### config.mk
export PLATFORM = sky130hd
export DESIGN_NAME = pcx_crossbar
export DESIGN_NICKNAME = d
export VERILOG_FILES = /design/src/rtl/pcx_pkg.sv /design/src/rtl/pcx_crossbar.sv
export SDC_FILE = /design/constraint.sdc
export NUM_CORES = 2
export LEC_CHECK = 0
export ABC_CLOCK_PERIOD_IN_PS = 12400
export BUFFER_PORTS_ARGS = -buffer_cell sky130_fd_sc_hd__buf_2
export CAP_MARGIN = 40
export CORE_MARGIN = 4
export CORE_UTILIZATION = 50
export CTS_CLUSTER_SIZE = 30
export DETAILED_ROUTE_END_ITERATION = 6
export PLACE_DENSITY = 0.7
export SLEW_MARGIN = 20
export SYNTH_ARGS = -nofsm -noshare
export SYNTH_HDL_FRONTEND = slang
export SYNTH_SLANG_ARGS = --single-unit
### constraint.sdc
create_clock -name sys_clk -period 12.4 [get_ports sys_clk]
set_clock_uncertainty 0.15 [all_clocks]
set_input_delay 1.24 -clock sys_clk [delete_from_list [all_inputs] [get_ports sys_clk]]
set_output_delay 1.24 -clock sys_clk [all_outputs]
set_load 0.005 [all_outputs]
### src/rtl/pcx_pkg.sv
// package for the priority crossbar pin assigner: pin and signal indices, field layouts
// assumes a single system clock domain and plain configuration ports, no register bus
//
// Summary of operation
// - only pins P0.0 to P2.6 used; fixed pins used even if skipped
// - select inputs choose participating peripheral signals
// - fixed priority order across all peripheral signals
// - serial port always on P0.4, P0.5
// - radio SPI always on P1.0 to P1.2
// - P1.3 radio slave select only four-wire
// - others take lowest free unskipped pin
// - skipped or taken pins are passed over
// - skip bit n maps to pin n
// - crossbar disabled holds all drivers off
// - bus data and clock forced open-drain
// - general SPI slave select only four-wire
// - general SPI wire mode shifts later pins
// - skipped pin never claimed by a flexible signal

package pcx_pkg;

	// ***************************************************
	// pin and signal space
	// ***************************************************
	localparam int NUM_PINS    = 23;
	localparam int NUM_SIGS    = 26;
	localparam int PINS_PER_PORT = 8;
	localparam int NUM_CEX     = 6;

	localparam logic [4:0] PIN_UART_TX    = 5'h04;
	localparam logic [4:0] PIN_UART_RX    = 5'h05;
	localparam logic [4:0] PIN_RADIO_SCK  = 5'h08;
	localparam logic [4:0] PIN_RADIO_MISO = 5'h09;
	localparam logic [4:0] PIN_RADIO_MOSI = 5'h0a;
	localparam logic [4:0] PIN_RADIO_NSS  = 5'h0b;

	// signal indices in priority order
	localparam logic [4:0] SIG_UART_TX    = 5'h00;
	localparam logic [4:0] SIG_UART_RX    = 5'h01;
	localparam logic [4:0] SIG_RADIO_SCK  = 5'h02;
	localparam logic [4:0] SIG_RADIO_MISO = 5'h03;
	localparam logic [4:0] SIG_RADIO_MOSI = 5'h04;
	localparam logic [4:0] SIG_RADIO_NSS  = 5'h05;
	localparam logic [4:0] SIG_GEN_SCK    = 5'h06;
	localparam logic [4:0] SIG_GEN_MISO   = 5'h07;
	localparam logic [4:0] SIG_GEN_MOSI   = 5'h08;
	localparam logic [4:0] SIG_GEN_NSS    = 5'h09;
	localparam logic [4:0] SIG_SDA        = 5'h0a;
	localparam logic [4:0] SIG_SCL        = 5'h0b;
	localparam logic [4:0] SIG_CMP_A      = 5'h0c;
	localparam logic [4:0] SIG_CMP_A_ASYN = 5'h0d;
	localparam logic [4:0] SIG_CMP_B      = 5'h0e;
	localparam logic [4:0] SIG_CMP_B_ASYN = 5'h0f;
	localparam logic [4:0] SIG_SYSTEM_CLOCK_OUTPUT_OUT = 5'h10;
	localparam logic [4:0] SIG_CEX_FIRST  = 5'h11;
	localparam logic [4:0] SIG_ECI        = 5'h17;
	localparam logic [4:0] SIG_TIMER_A    = 5'h18;
	localparam logic [4:0] SIG_TIMER_B    = 5'h19;
	localparam logic [4:0] SIG_FIRST_FLEX = SIG_GEN_SCK;

	localparam logic [1:0] SSM_THREE_WIRE = 2'h0;
	localparam logic [NUM_PINS-1:0] RESET_PINS = 23'h000000;
	localparam logic [NUM_SIGS-1:0] RESET_SIGS = 26'h0000000;
	localparam logic NOT_ROUTED_IN = 1'h1;

	// ***************************************************
	// carriers
	// ***************************************************
	// select bits gathered from the three crossbar select registers
	typedef struct packed {
		logic       uartEn;
		logic       radioSpiEn;
		logic       radioSpiFourWire;
		logic       generalSpiEn;
		logic       smbusEn;
		logic       cmpAEn;
		logic       cmpAAsyncEn;
		logic       cmpBEn;
		logic       cmpBAsyncEn;
		logic       sysclkOutEn;
		logic [2:0] cexCount;
		logic       eciEn;
		logic       timerAEn;
		logic       timerBEn;
	} pcx_select_t;

	typedef struct packed {
		logic [7:0] port0;
		logic [7:0] port1;
		logic [7:0] port2;
	} pcx_skip_t;

endpackage

### src/rtl/pcx_crossbar.sv
// priority crossbar pin assigner: maps selected peripheral signals onto port pins
// assumes config ports and peripheral signals are on sys_clk; pad inputs are asynchronous

`timescale 1ns/10ps
`default_nettype none

module pcx_crossbar #(
	parameter int NP = pcx_pkg::NUM_PINS,
	parameter int NS = pcx_pkg::NUM_SIGS
) (
	// clock and reset
	input  wire logic                 sys_clk,
	input  wire logic                 rst_n,
	// configuration
	input  wire pcx_pkg::pcx_select_t crossbarSelect,
	input  wire pcx_pkg::pcx_skip_t   pinSkipMask,
	input  wire logic                 crossbarGlobalEnable,
	input  wire logic [1:0]           slaveSelectModeField,
	input  wire logic [NP-1:0]        pinOutputMode,
	input  wire logic [NP-1:0]        portLatch,
	// peripheral side
	input  wire logic [NS-1:0]        periphOut,
	input  wire logic [NS-1:0]        periphOe,
	output logic      [NS-1:0]        periphIn,
	// pad side
	input  wire logic [NP-1:0]        pinIn,
	output logic      [NP-1:0]        pinOut,
	output logic      [NP-1:0]        pinOe,
	// status
	output logic      [NP-1:0]        pinAssigned
);

	// ***************************************************
	// request vector and skip flattening
	// ***************************************************
	logic [NS-1:0] sigReq;
	logic [NP-1:0] skipFlat;
	logic          genFourWire;

	assign genFourWire = slaveSelectModeField != pcx_pkg::SSM_THREE_WIRE;
	assign skipFlat    = {pinSkipMask.port2[6:0], pinSkipMask.port1, pinSkipMask.port0};

	always_comb begin
		sigReq = '0;
		sigReq[pcx_pkg::SIG_UART_TX]    = crossbarSelect.uartEn;
		sigReq[pcx_pkg::SIG_UART_RX]    = crossbarSelect.uartEn;
		sigReq[pcx_pkg::SIG_RADIO_SCK]  = crossbarSelect.radioSpiEn;
		sigReq[pcx_pkg::SIG_RADIO_MISO] = crossbarSelect.radioSpiEn;
		sigReq[pcx_pkg::SIG_RADIO_MOSI] = crossbarSelect.radioSpiEn;
		sigReq[pcx_pkg::SIG_RADIO_NSS]  = crossbarSelect.radioSpiEn & crossbarSelect.radioSpiFourWire;
		sigReq[pcx_pkg::SIG_GEN_SCK]    = crossbarSelect.generalSpiEn;
		sigReq[pcx_pkg::SIG_GEN_MISO]   = crossbarSelect.generalSpiEn;
		sigReq[pcx_pkg::SIG_GEN_MOSI]   = crossbarSelect.generalSpiEn;
		sigReq[pcx_pkg::SIG_GEN_NSS]    = crossbarSelect.generalSpiEn & genFourWire;
		sigReq[pcx_pkg::SIG_SDA]        = crossbarSelect.smbusEn;
		sigReq[pcx_pkg::SIG_SCL]        = crossbarSelect.smbusEn;
		sigReq[pcx_pkg::SIG_CMP_A]      = crossbarSelect.cmpAEn;
		sigReq[pcx_pkg::SIG_CMP_A_ASYN] = crossbarSelect.cmpAAsyncEn;
		sigReq[pcx_pkg::SIG_CMP_B]      = crossbarSelect.cmpBEn;
		sigReq[pcx_pkg::SIG_CMP_B_ASYN] = crossbarSelect.cmpBAsyncEn;
		sigReq[pcx_pkg::SIG_SYSTEM_CLOCK_OUTPUT_OUT] = crossbarSelect.sysclkOutEn;
		for (int k = 0; k < pcx_pkg::NUM_CEX; k++) begin
			sigReq[int'(pcx_pkg::SIG_CEX_FIRST) + k] = 32'(crossbarSelect.cexCount) > k;
		end
		sigReq[pcx_pkg::SIG_ECI]        = crossbarSelect.eciEn;
		sigReq[pcx_pkg::SIG_TIMER_A]    = crossbarSelect.timerAEn;
		sigReq[pcx_pkg::SIG_TIMER_B]    = crossbarSelect.timerBEn;
	end

	// ***************************************************
	// priority decode
	// ***************************************************
	// a pure function of the present settings; the whole map is rebuilt every cycle
	logic [NP-1:0]   pinUsedNext;
	logic [4:0]      pinSigNext [NP];
	logic [NS-1:0]   sigRoutedNext;
	logic [4:0]      sigPinNext [NS];

	always_comb begin
		logic found;
		found = 1'b0;
		pinUsedNext   = '0;
		sigRoutedNext = '0;
		for (int p = 0; p < NP; p++) pinSigNext[p] = '0;
		for (int s = 0; s < NS; s++) sigPinNext[s] = '0;
		// fixed pins first, ahead of every flexible signal
		for (int s = 0; s < int'(pcx_pkg::SIG_FIRST_FLEX); s++) begin
			if (sigReq[s]) begin
				sigPinNext[s] = (s == 0) ? pcx_pkg::PIN_UART_TX :
				                (s == 1) ? pcx_pkg::PIN_UART_RX :
				                (s == 2) ? pcx_pkg::PIN_RADIO_SCK :
				                (s == 3) ? pcx_pkg::PIN_RADIO_MISO :
				                (s == 4) ? pcx_pkg::PIN_RADIO_MOSI : pcx_pkg::PIN_RADIO_NSS;
				sigRoutedNext[s] = 1'b1;
				pinUsedNext[sigPinNext[s]] = 1'b1;
				pinSigNext[sigPinNext[s]]  = 5'(s);
			end
		end
		// remaining signals in priority order take the lowest free pin
		for (int s = int'(pcx_pkg::SIG_FIRST_FLEX); s < NS; s++) begin
			found = 1'b0;
			for (int p = 0; p < NP; p++) begin
				if (sigReq[s] && !found && !pinUsedNext[p] && !skipFlat[p]) begin
					found            = 1'b1;
					pinUsedNext[p]   = 1'b1;
					pinSigNext[p]    = 5'(s);
					sigPinNext[s]    = 5'(p);
					sigRoutedNext[s] = 1'b1;
				end
			end
		end
	end

	logic [NP-1:0] pinUsedReg;
	logic [4:0]    pinSigReg [NP];
	logic [NS-1:0] sigRoutedReg;
	logic [4:0]    sigPinReg [NS];

	always_ff @(posedge sys_clk) begin
		if (!rst_n) begin
			pinUsedReg   <= pcx_pkg::RESET_PINS;
			sigRoutedReg <= pcx_pkg::RESET_SIGS;
			for (int p = 0; p < NP; p++) pinSigReg[p] <= '0;
			for (int s = 0; s < NS; s++) sigPinReg[s] <= '0;
		end else begin
			pinUsedReg   <= pinUsedNext;
			sigRoutedReg <= sigRoutedNext;
			pinSigReg    <= pinSigNext;
			sigPinReg    <= sigPinNext;
		end
	end

	// ***************************************************
	// pad drive and input return
	// ***************************************************
	logic [NP-1:0] pinMeta;
	logic [NP-1:0] pinSync;

	always_ff @(posedge sys_clk) begin
		if (!rst_n) begin
			pinMeta <= pcx_pkg::RESET_PINS;
			pinSync <= pcx_pkg::RESET_PINS;
		end else begin
			pinMeta <= pinIn;
			pinSync <= pinMeta;
		end
	end

	genvar gp;
	generate
		for (gp = 0; gp < NP; gp++) begin : g_pin
			logic sigVal;
			logic sigDrv;
			logic openDrain;
			assign sigVal    = periphOut[pinSigReg[gp]];
			assign sigDrv    = periphOe[pinSigReg[gp]];
			assign openDrain = !pinOutputMode[gp] || pinSigReg[gp] == pcx_pkg::SIG_SDA
			                   || pinSigReg[gp] == pcx_pkg::SIG_SCL;
			always_ff @(posedge sys_clk) begin
				if (!rst_n) begin
					pinOut[gp] <= 1'b0;
					pinOe[gp]  <= 1'b0;
				end else if (!crossbarGlobalEnable) begin
					pinOut[gp] <= 1'b0;
					pinOe[gp]  <= 1'b0;
				end else if (pinUsedReg[gp]) begin
					pinOut[gp] <= openDrain ? 1'b0 : sigVal;
					pinOe[gp]  <= openDrain ? (sigDrv & ~sigVal) : sigDrv;
				end else begin
					pinOut[gp] <= pinOutputMode[gp] ? portLatch[gp] : 1'b0;
					pinOe[gp]  <= pinOutputMode[gp] | ~portLatch[gp];
				end
			end
		end
	endgenerate

	// unrouted peripheral inputs idle high so a receiver sees no traffic
	always_ff @(posedge sys_clk) begin
		if (!rst_n) begin
			periphIn    <= {NS{pcx_pkg::NOT_ROUTED_IN}};
			pinAssigned <= pcx_pkg::RESET_PINS;
		end else begin
			for (int s = 0; s < NS; s++) begin
				periphIn[s] <= sigRoutedReg[s] ? pinSync[sigPinReg[s]] : pcx_pkg::NOT_ROUTED_IN;
			end
			pinAssigned <= pinUsedReg;
		end
	end

	// ***************************************************
	// checks
	// ***************************************************
	// skip mask as it stood when the present map was built, so the gap check lines up with pinUsedReg
	logic [NP-1:0] skipPrevReg;
	always_ff @(posedge sys_clk) begin
		if (!rst_n) begin
			skipPrevReg <= pcx_pkg::RESET_PINS;
		end else begin
			skipPrevReg <= skipFlat;
		end
	end

	// a used flexible pin above a free eligible pin means the search was not lowest-first
	logic gapSeen;
	always_comb begin
		logic freeBelow;
		freeBelow = 1'b0;
		gapSeen   = 1'b0;
		for (int p = 0; p < NP; p++) begin
			if (pinUsedReg[p] && pinSigReg[p] >= pcx_pkg::SIG_FIRST_FLEX && freeBelow) gapSeen = 1'b1;
			if (!pinUsedReg[p] && !skipPrevReg[p]) freeBelow = 1'b1;
		end
	end

	uart_fixed_pins_a: assert property (@(posedge sys_clk) disable iff (!rst_n)
		crossbarSelect.uartEn |=> pinUsedReg[pcx_pkg::PIN_UART_TX] && pinSigReg[pcx_pkg::PIN_UART_TX] == 5'h00
		&& pinSigReg[pcx_pkg::PIN_UART_RX] == pcx_pkg::SIG_UART_RX)
		else $error("serial port not on its fixed pins");
	radio_fixed_pins_a: assert property (@(posedge sys_clk) disable iff (!rst_n)
		crossbarSelect.radioSpiEn |=> pinSigReg[pcx_pkg::PIN_RADIO_SCK] == pcx_pkg::SIG_RADIO_SCK
		&& pinSigReg[pcx_pkg::PIN_RADIO_MOSI] == pcx_pkg::SIG_RADIO_MOSI)
		else $error("radio spi not on its fixed pins");
	radio_nss_pin_a: assert property (@(posedge sys_clk) disable iff (!rst_n)
		crossbarSelect.radioSpiEn |=> (pinSigReg[pcx_pkg::PIN_RADIO_NSS] == pcx_pkg::SIG_RADIO_NSS)
		== $past(crossbarSelect.radioSpiFourWire))
		else $error("radio slave select pin wrong for wire mode");
	skip_respected_a: assert property (@(posedge sys_clk) disable iff (!rst_n)
		1'b1 |=> (pinUsedReg & $past(skipFlat) & ~23'h000f30) == '0)
		else $error("skipped pin claimed");
	lowest_pin_a: assert property (@(posedge sys_clk) disable iff (!rst_n)
		$past(rst_n) |-> !gapSeen)
		else $error("free pin passed over");
	gen_nss_mode_a: assert property (@(posedge sys_clk) disable iff (!rst_n)
		slaveSelectModeField == pcx_pkg::SSM_THREE_WIRE |=> !sigRoutedReg[pcx_pkg::SIG_GEN_NSS])
		else $error("slave select routed in three-wire mode");
	unselected_free_a: assert property (@(posedge sys_clk) disable iff (!rst_n)
		!crossbarSelect.smbusEn |=> !sigRoutedReg[pcx_pkg::SIG_SDA] && !sigRoutedReg[pcx_pkg::SIG_SCL])
		else $error("unselected peripheral holds a pin");
	drivers_off_a: assert property (@(posedge sys_clk) disable iff (!rst_n)
		!crossbarGlobalEnable |=> pinOe == '0)
		else $error("driver on while crossbar disabled");
	bus_open_drain_a: assert property (@(posedge sys_clk) disable iff (!rst_n)
		crossbarGlobalEnable && sigRoutedReg[pcx_pkg::SIG_SDA] |=> pinOut[$past(sigPinReg[pcx_pkg::SIG_SDA])] == 1'b0)
		else $error("bus data pin driven high");
	gpio_latch_a: assert property (@(posedge sys_clk) disable iff (!rst_n)
		crossbarGlobalEnable && !pinUsedReg[0] && pinOutputMode[0] |=> pinOe[0] && pinOut[0] == $past(portLatch[0]))
		else $error("free pin not driven from latch");

endmodule // pcx_crossbar

`default_nettype wire

==> results.md <==
- Top FF cell, synth: dfxtp_1
- Cts hold-fix bufs: 0
- PwrDens: around 130 nW/um^2
- Cell taking the most area after synthesis: mux4_2
- Largest cells by area after synthesis: mux4_2, dfxtp_1, nor2_1
- Initial Util: 0.508
- Final Cycle Share: 0.947
- First-pass GRT wire length: roughly 330000 microns
- WL per Instance: 35.2 microns
- CP Data Arrival Time: 12.08 ns
- Unrepaired setup endpoints after global routing: false
- Pin count of the biggest net entering global routing: 81
- Min-delay src: sigRoutedReg[20]$_SDFF_PN0_
- Setup TNS: 0 ns
- FF-to-FF End: pinOe[22]$_SDFF_PN0_
- Resized cells post-CTS: 0
- Clock root buffer: clkbuf_16
- Post-synthesis simple-gate area fraction: 0.269
- Maximum VDD drop: 143 uV
- Most used cell, CP: buf_4
- Post-synth EDFFs: 0
- Clk pwr share: 0.194
- Setup CP Type: in2reg
- Slowest-stage cell, CP: nor4_1
- Die area: 93500 sq um
- Via-to-Cell Ratio: 7.70
- Post-Layout Inst Area: 50300 sq um
- Final Util: 0.576
- Post-route setup slack: 0.653 ns
- Synth unique cells: between 100 and 150
- CTS buffer count: 43
- Clk buf depth: 3
- Relative slew slack: 0.274
- Synthesized area: 44300 sq um
- CTS tree: yes
- Ys async rst share: 0
- Total power draw: 6.74 mW
- Starting DRT DRC Count: 9320
- CP Capture Type: flip-flop
- Area after DPL: around 48000 sq um
- Post-Synth XOR/XNOR Area: 0.00257
- Final min period: 11.75 ns
- Mux contribution to synthesized area: 0.250
- F_max: 0.0851 GHz
- Worst hold path type: reg2reg
- DRC viols: 38
- R2R Setup Slk: 8.92 ns
- Register bit total from synthesis: 402
- CTS Sinks: ~400
- Worst slack, placed: around 0.46 ns
- Postcts setup bufs: 0
- Post-synth top area share: 0.225
- Slew Limit Fails: 0
- Worst Setup Start Kind: input port
- Total congestion overflow: 0
- Post-DP HPWL: roughly 190000 microns
- Final WL: 240000 microns
- Vias in the first global route: 47700
- Endpoints failing setup: 0
- Layout cells sized above 1: 0.253
- Adder-cell share of the synthesized area: 0.00596
- H-tree Lvls: 2
- Largest family of logic cells by synthesized area: simple AND/OR/NAND/NOR gates
- Worst path bufs/invs: 7
- CP delay by family, top: simple AND/OR/NAND/NOR gates
- Rows: 108
- Critical Path Max Stage Delay: 0.64 ns
- Clk slew on worst S/H paths: 0.06 ns
- Post-synthesis sequential area ratio: 0.182
- Gate Count Post-Synth: 5343
- Sequential share of power: 0.269
- Die X: around 310 microns
- Layout area overhead: 13.5%
- I/O pins: 261
- Max-Cap Viols: 0
- Via count: 52631
- Net Switching: 3.00 mW
- Final Hold Viols: 0
- CP required: 12.73 ns
- Chip height: roughly 310 microns
- Sw Ratio: 0.445
- Gpl congestion: 1.11
- Compound-Gate Fraction of Synth Area: 0.244
- Input/output buffers: 259
- Final #Nets: 5802
- Hold endpoint: periphIn[20]$_SDFF_PN1_
- Hold depth: 1
- Overall Global Routing Usage: 0.485
- Detail Route Antenna Nets: 0
- Synth warn: 0
- Initial antenna violation count: 12
- Critical R2R Launch: pinSigReg[1]$_SDFF_PP0_
- Part of the power in combinational logic: 0.537
- Worst R2R Path Depth: 6
- Peak fanout along the critical path: 28
- Core ar.: 87300 sq um
- Run status: complete, but fails checks
- Violated checks: DRC
- DRT Pass-1 Iters: 7
- Int Power: 3.74 mW
- Worst Max-Slew Pin Slew: 1.08 ns
- Clock latency on the worst-skew pair: 0.63 ns
- Synth Area per Inst: roughly 8.3 sq um
- Syn_nets: 5509
- Pleak: 18.2 nW
[worst reg2reg max path: cells and delay by family, from the launching register on]
| family | cells | cell delay, ns |
|---|---|---|
| mux | 2 | 0.92 |
| compound gates | 4 | 1.41 |
| flops | 1 | 0.81 |
[metal layers]
| metal | track usage | share of wire | vias to the layer above |
|---|---|---|---|
| li1 | - | - | 21666 |
| met4 | 0.310 | 0.087 | 8 |
| met2 | 0.697 | 0.41 | 4843 |
| met5 | 0.0106 | 0.00082 | - |
| met1 | 0.613 | 0.35 | 25011 |
| met3 | 0.180 | 0.15 | 1103 |
[cell type report]
type / instances / area, sq um
Antenna cell: 7 / 17.5
Clock buffer: 61 / 1240
Clock inverter: 17 / 175
Fill cell: 8073 / 37000
Inverter: 63 / 241
Multi-Input combinational cell: 4428 / 34200
Sequential cell: 402 / 8050
Tap cell: 1155 / 1450
Timing Repair Buffer: 698 / 4880
[registers in the layout, indices dropped and copies added, names as in the netlist]
name,cells
pinUsedReg,23
pinOut,23
sigRoutedReg,23
pinMeta,23
pinOe,23
pinSigReg,115
periphIn,26
sigPinReg,100
pinSync,23
pinAssigned,23
[how the worst max path moves through the flow]
stage / from / slack, ns / cells past startpoint / endpoint
floorplan: pinSkipMask[18] / 2.52 / 35 / pinSigReg[1]$_SDFF_PP0_
global placement: crossbarSelect[12] / 0.58 / 33 / pinSigReg[14]$_SDFF_PN0_
detailed placement: crossbarSelect[12] / 0.46 / 32 / pinSigReg[14]$_SDFF_PN0_
CTS: crossbarSelect[12] / 1.09 / 34 / pinSigReg[14]$_SDFF_PN0_
global route: pinSkipMask[16] / 0.18 / 33 / pinSigReg[14]$_SDFF_PN0_
finish: crossbarSelect[12] / 0.65 / 36 / pinSigReg[14]$_SDFF_PN0_
[cell usage in the layout, fill, tap and decap left out, types with 44 or more instances in the layout]
cell type and count:
mux2i_1 112, nor3_1 214, a211oi_1 74, nand3_1 225, o21a_1 61, a21oi_1 287
nand2b_1 44, o21ai_0 276, inv_1 52, nand4_1 78, o221ai_1 49, o211ai_1 104
buf_2 278, mux4_2 442, nor2_1 621, buf_4 359, and3_1 60, nor4_1 87
nand3b_1 44, or3_1 72, nand2_1 486, dfxtp_1 402, and2_1 114, nor3b_1 57
a31oi_1 110
[metrics by stage]
step           hold slack (ns)  std cells
2_1_floorplan            0.215       5343
3_3_place_gp             0.222       6665
3_5_place_dp             0.228       6694
4_1_cts                  0.244       6772
5_1_grt                  0.250       6824
6_report                 0.242       6831
[power groups by stage]
stage,registers [mW],clock network (mW),logic [mW]
final,1.81,1.31,3.62
after global routing,1.84,1.36,3.76
after CTS,1.88,1.30,3.32
after detailed placement,1.90,0,3.30
after global placement,1.89,0,3.25
after floorplan,1.63,0,2.27
[Yosys cell counts (23+ instances only)]
cell and instances:
nor2_1 621, nand2_1 487, mux4_2 442, dfxtp_1 402, clkbuf_1 367, a21oi_1 287
o21ai_0 276, nand3_1 225, nor3_1 214, and2_1 114, mux2i_1 112, a31oi_1 110
o211ai_1 104, nor4_1 87, nand4_1 78, a211oi_1 74, or3_1 72, o21a_1 61
and3_1 60, nor3b_1 57, inv_1 52, o221ai_1 49, nand2b_1 44, nand3b_1 44
or2_2 40, buf_2 38, nor2b_1 34, o31a_1 34, o31ai_1 34, a21o_1 32
a41oi_1 30, buf_1 30, a211o_1 28, o2111ai_1 25, maj3_1 23, o21ai_1 23
[logic make-up after synthesis]
kind of cell / Yosys count
DFF: 402
AOI/OAI and AO/OA: 1499
buffers and inverters: 513
muxes: 556
adders and majority gates: 26
and+or+nand+nor: 2334
xor gates and xnor gates: 13
(Power assumes the default switching activity.)
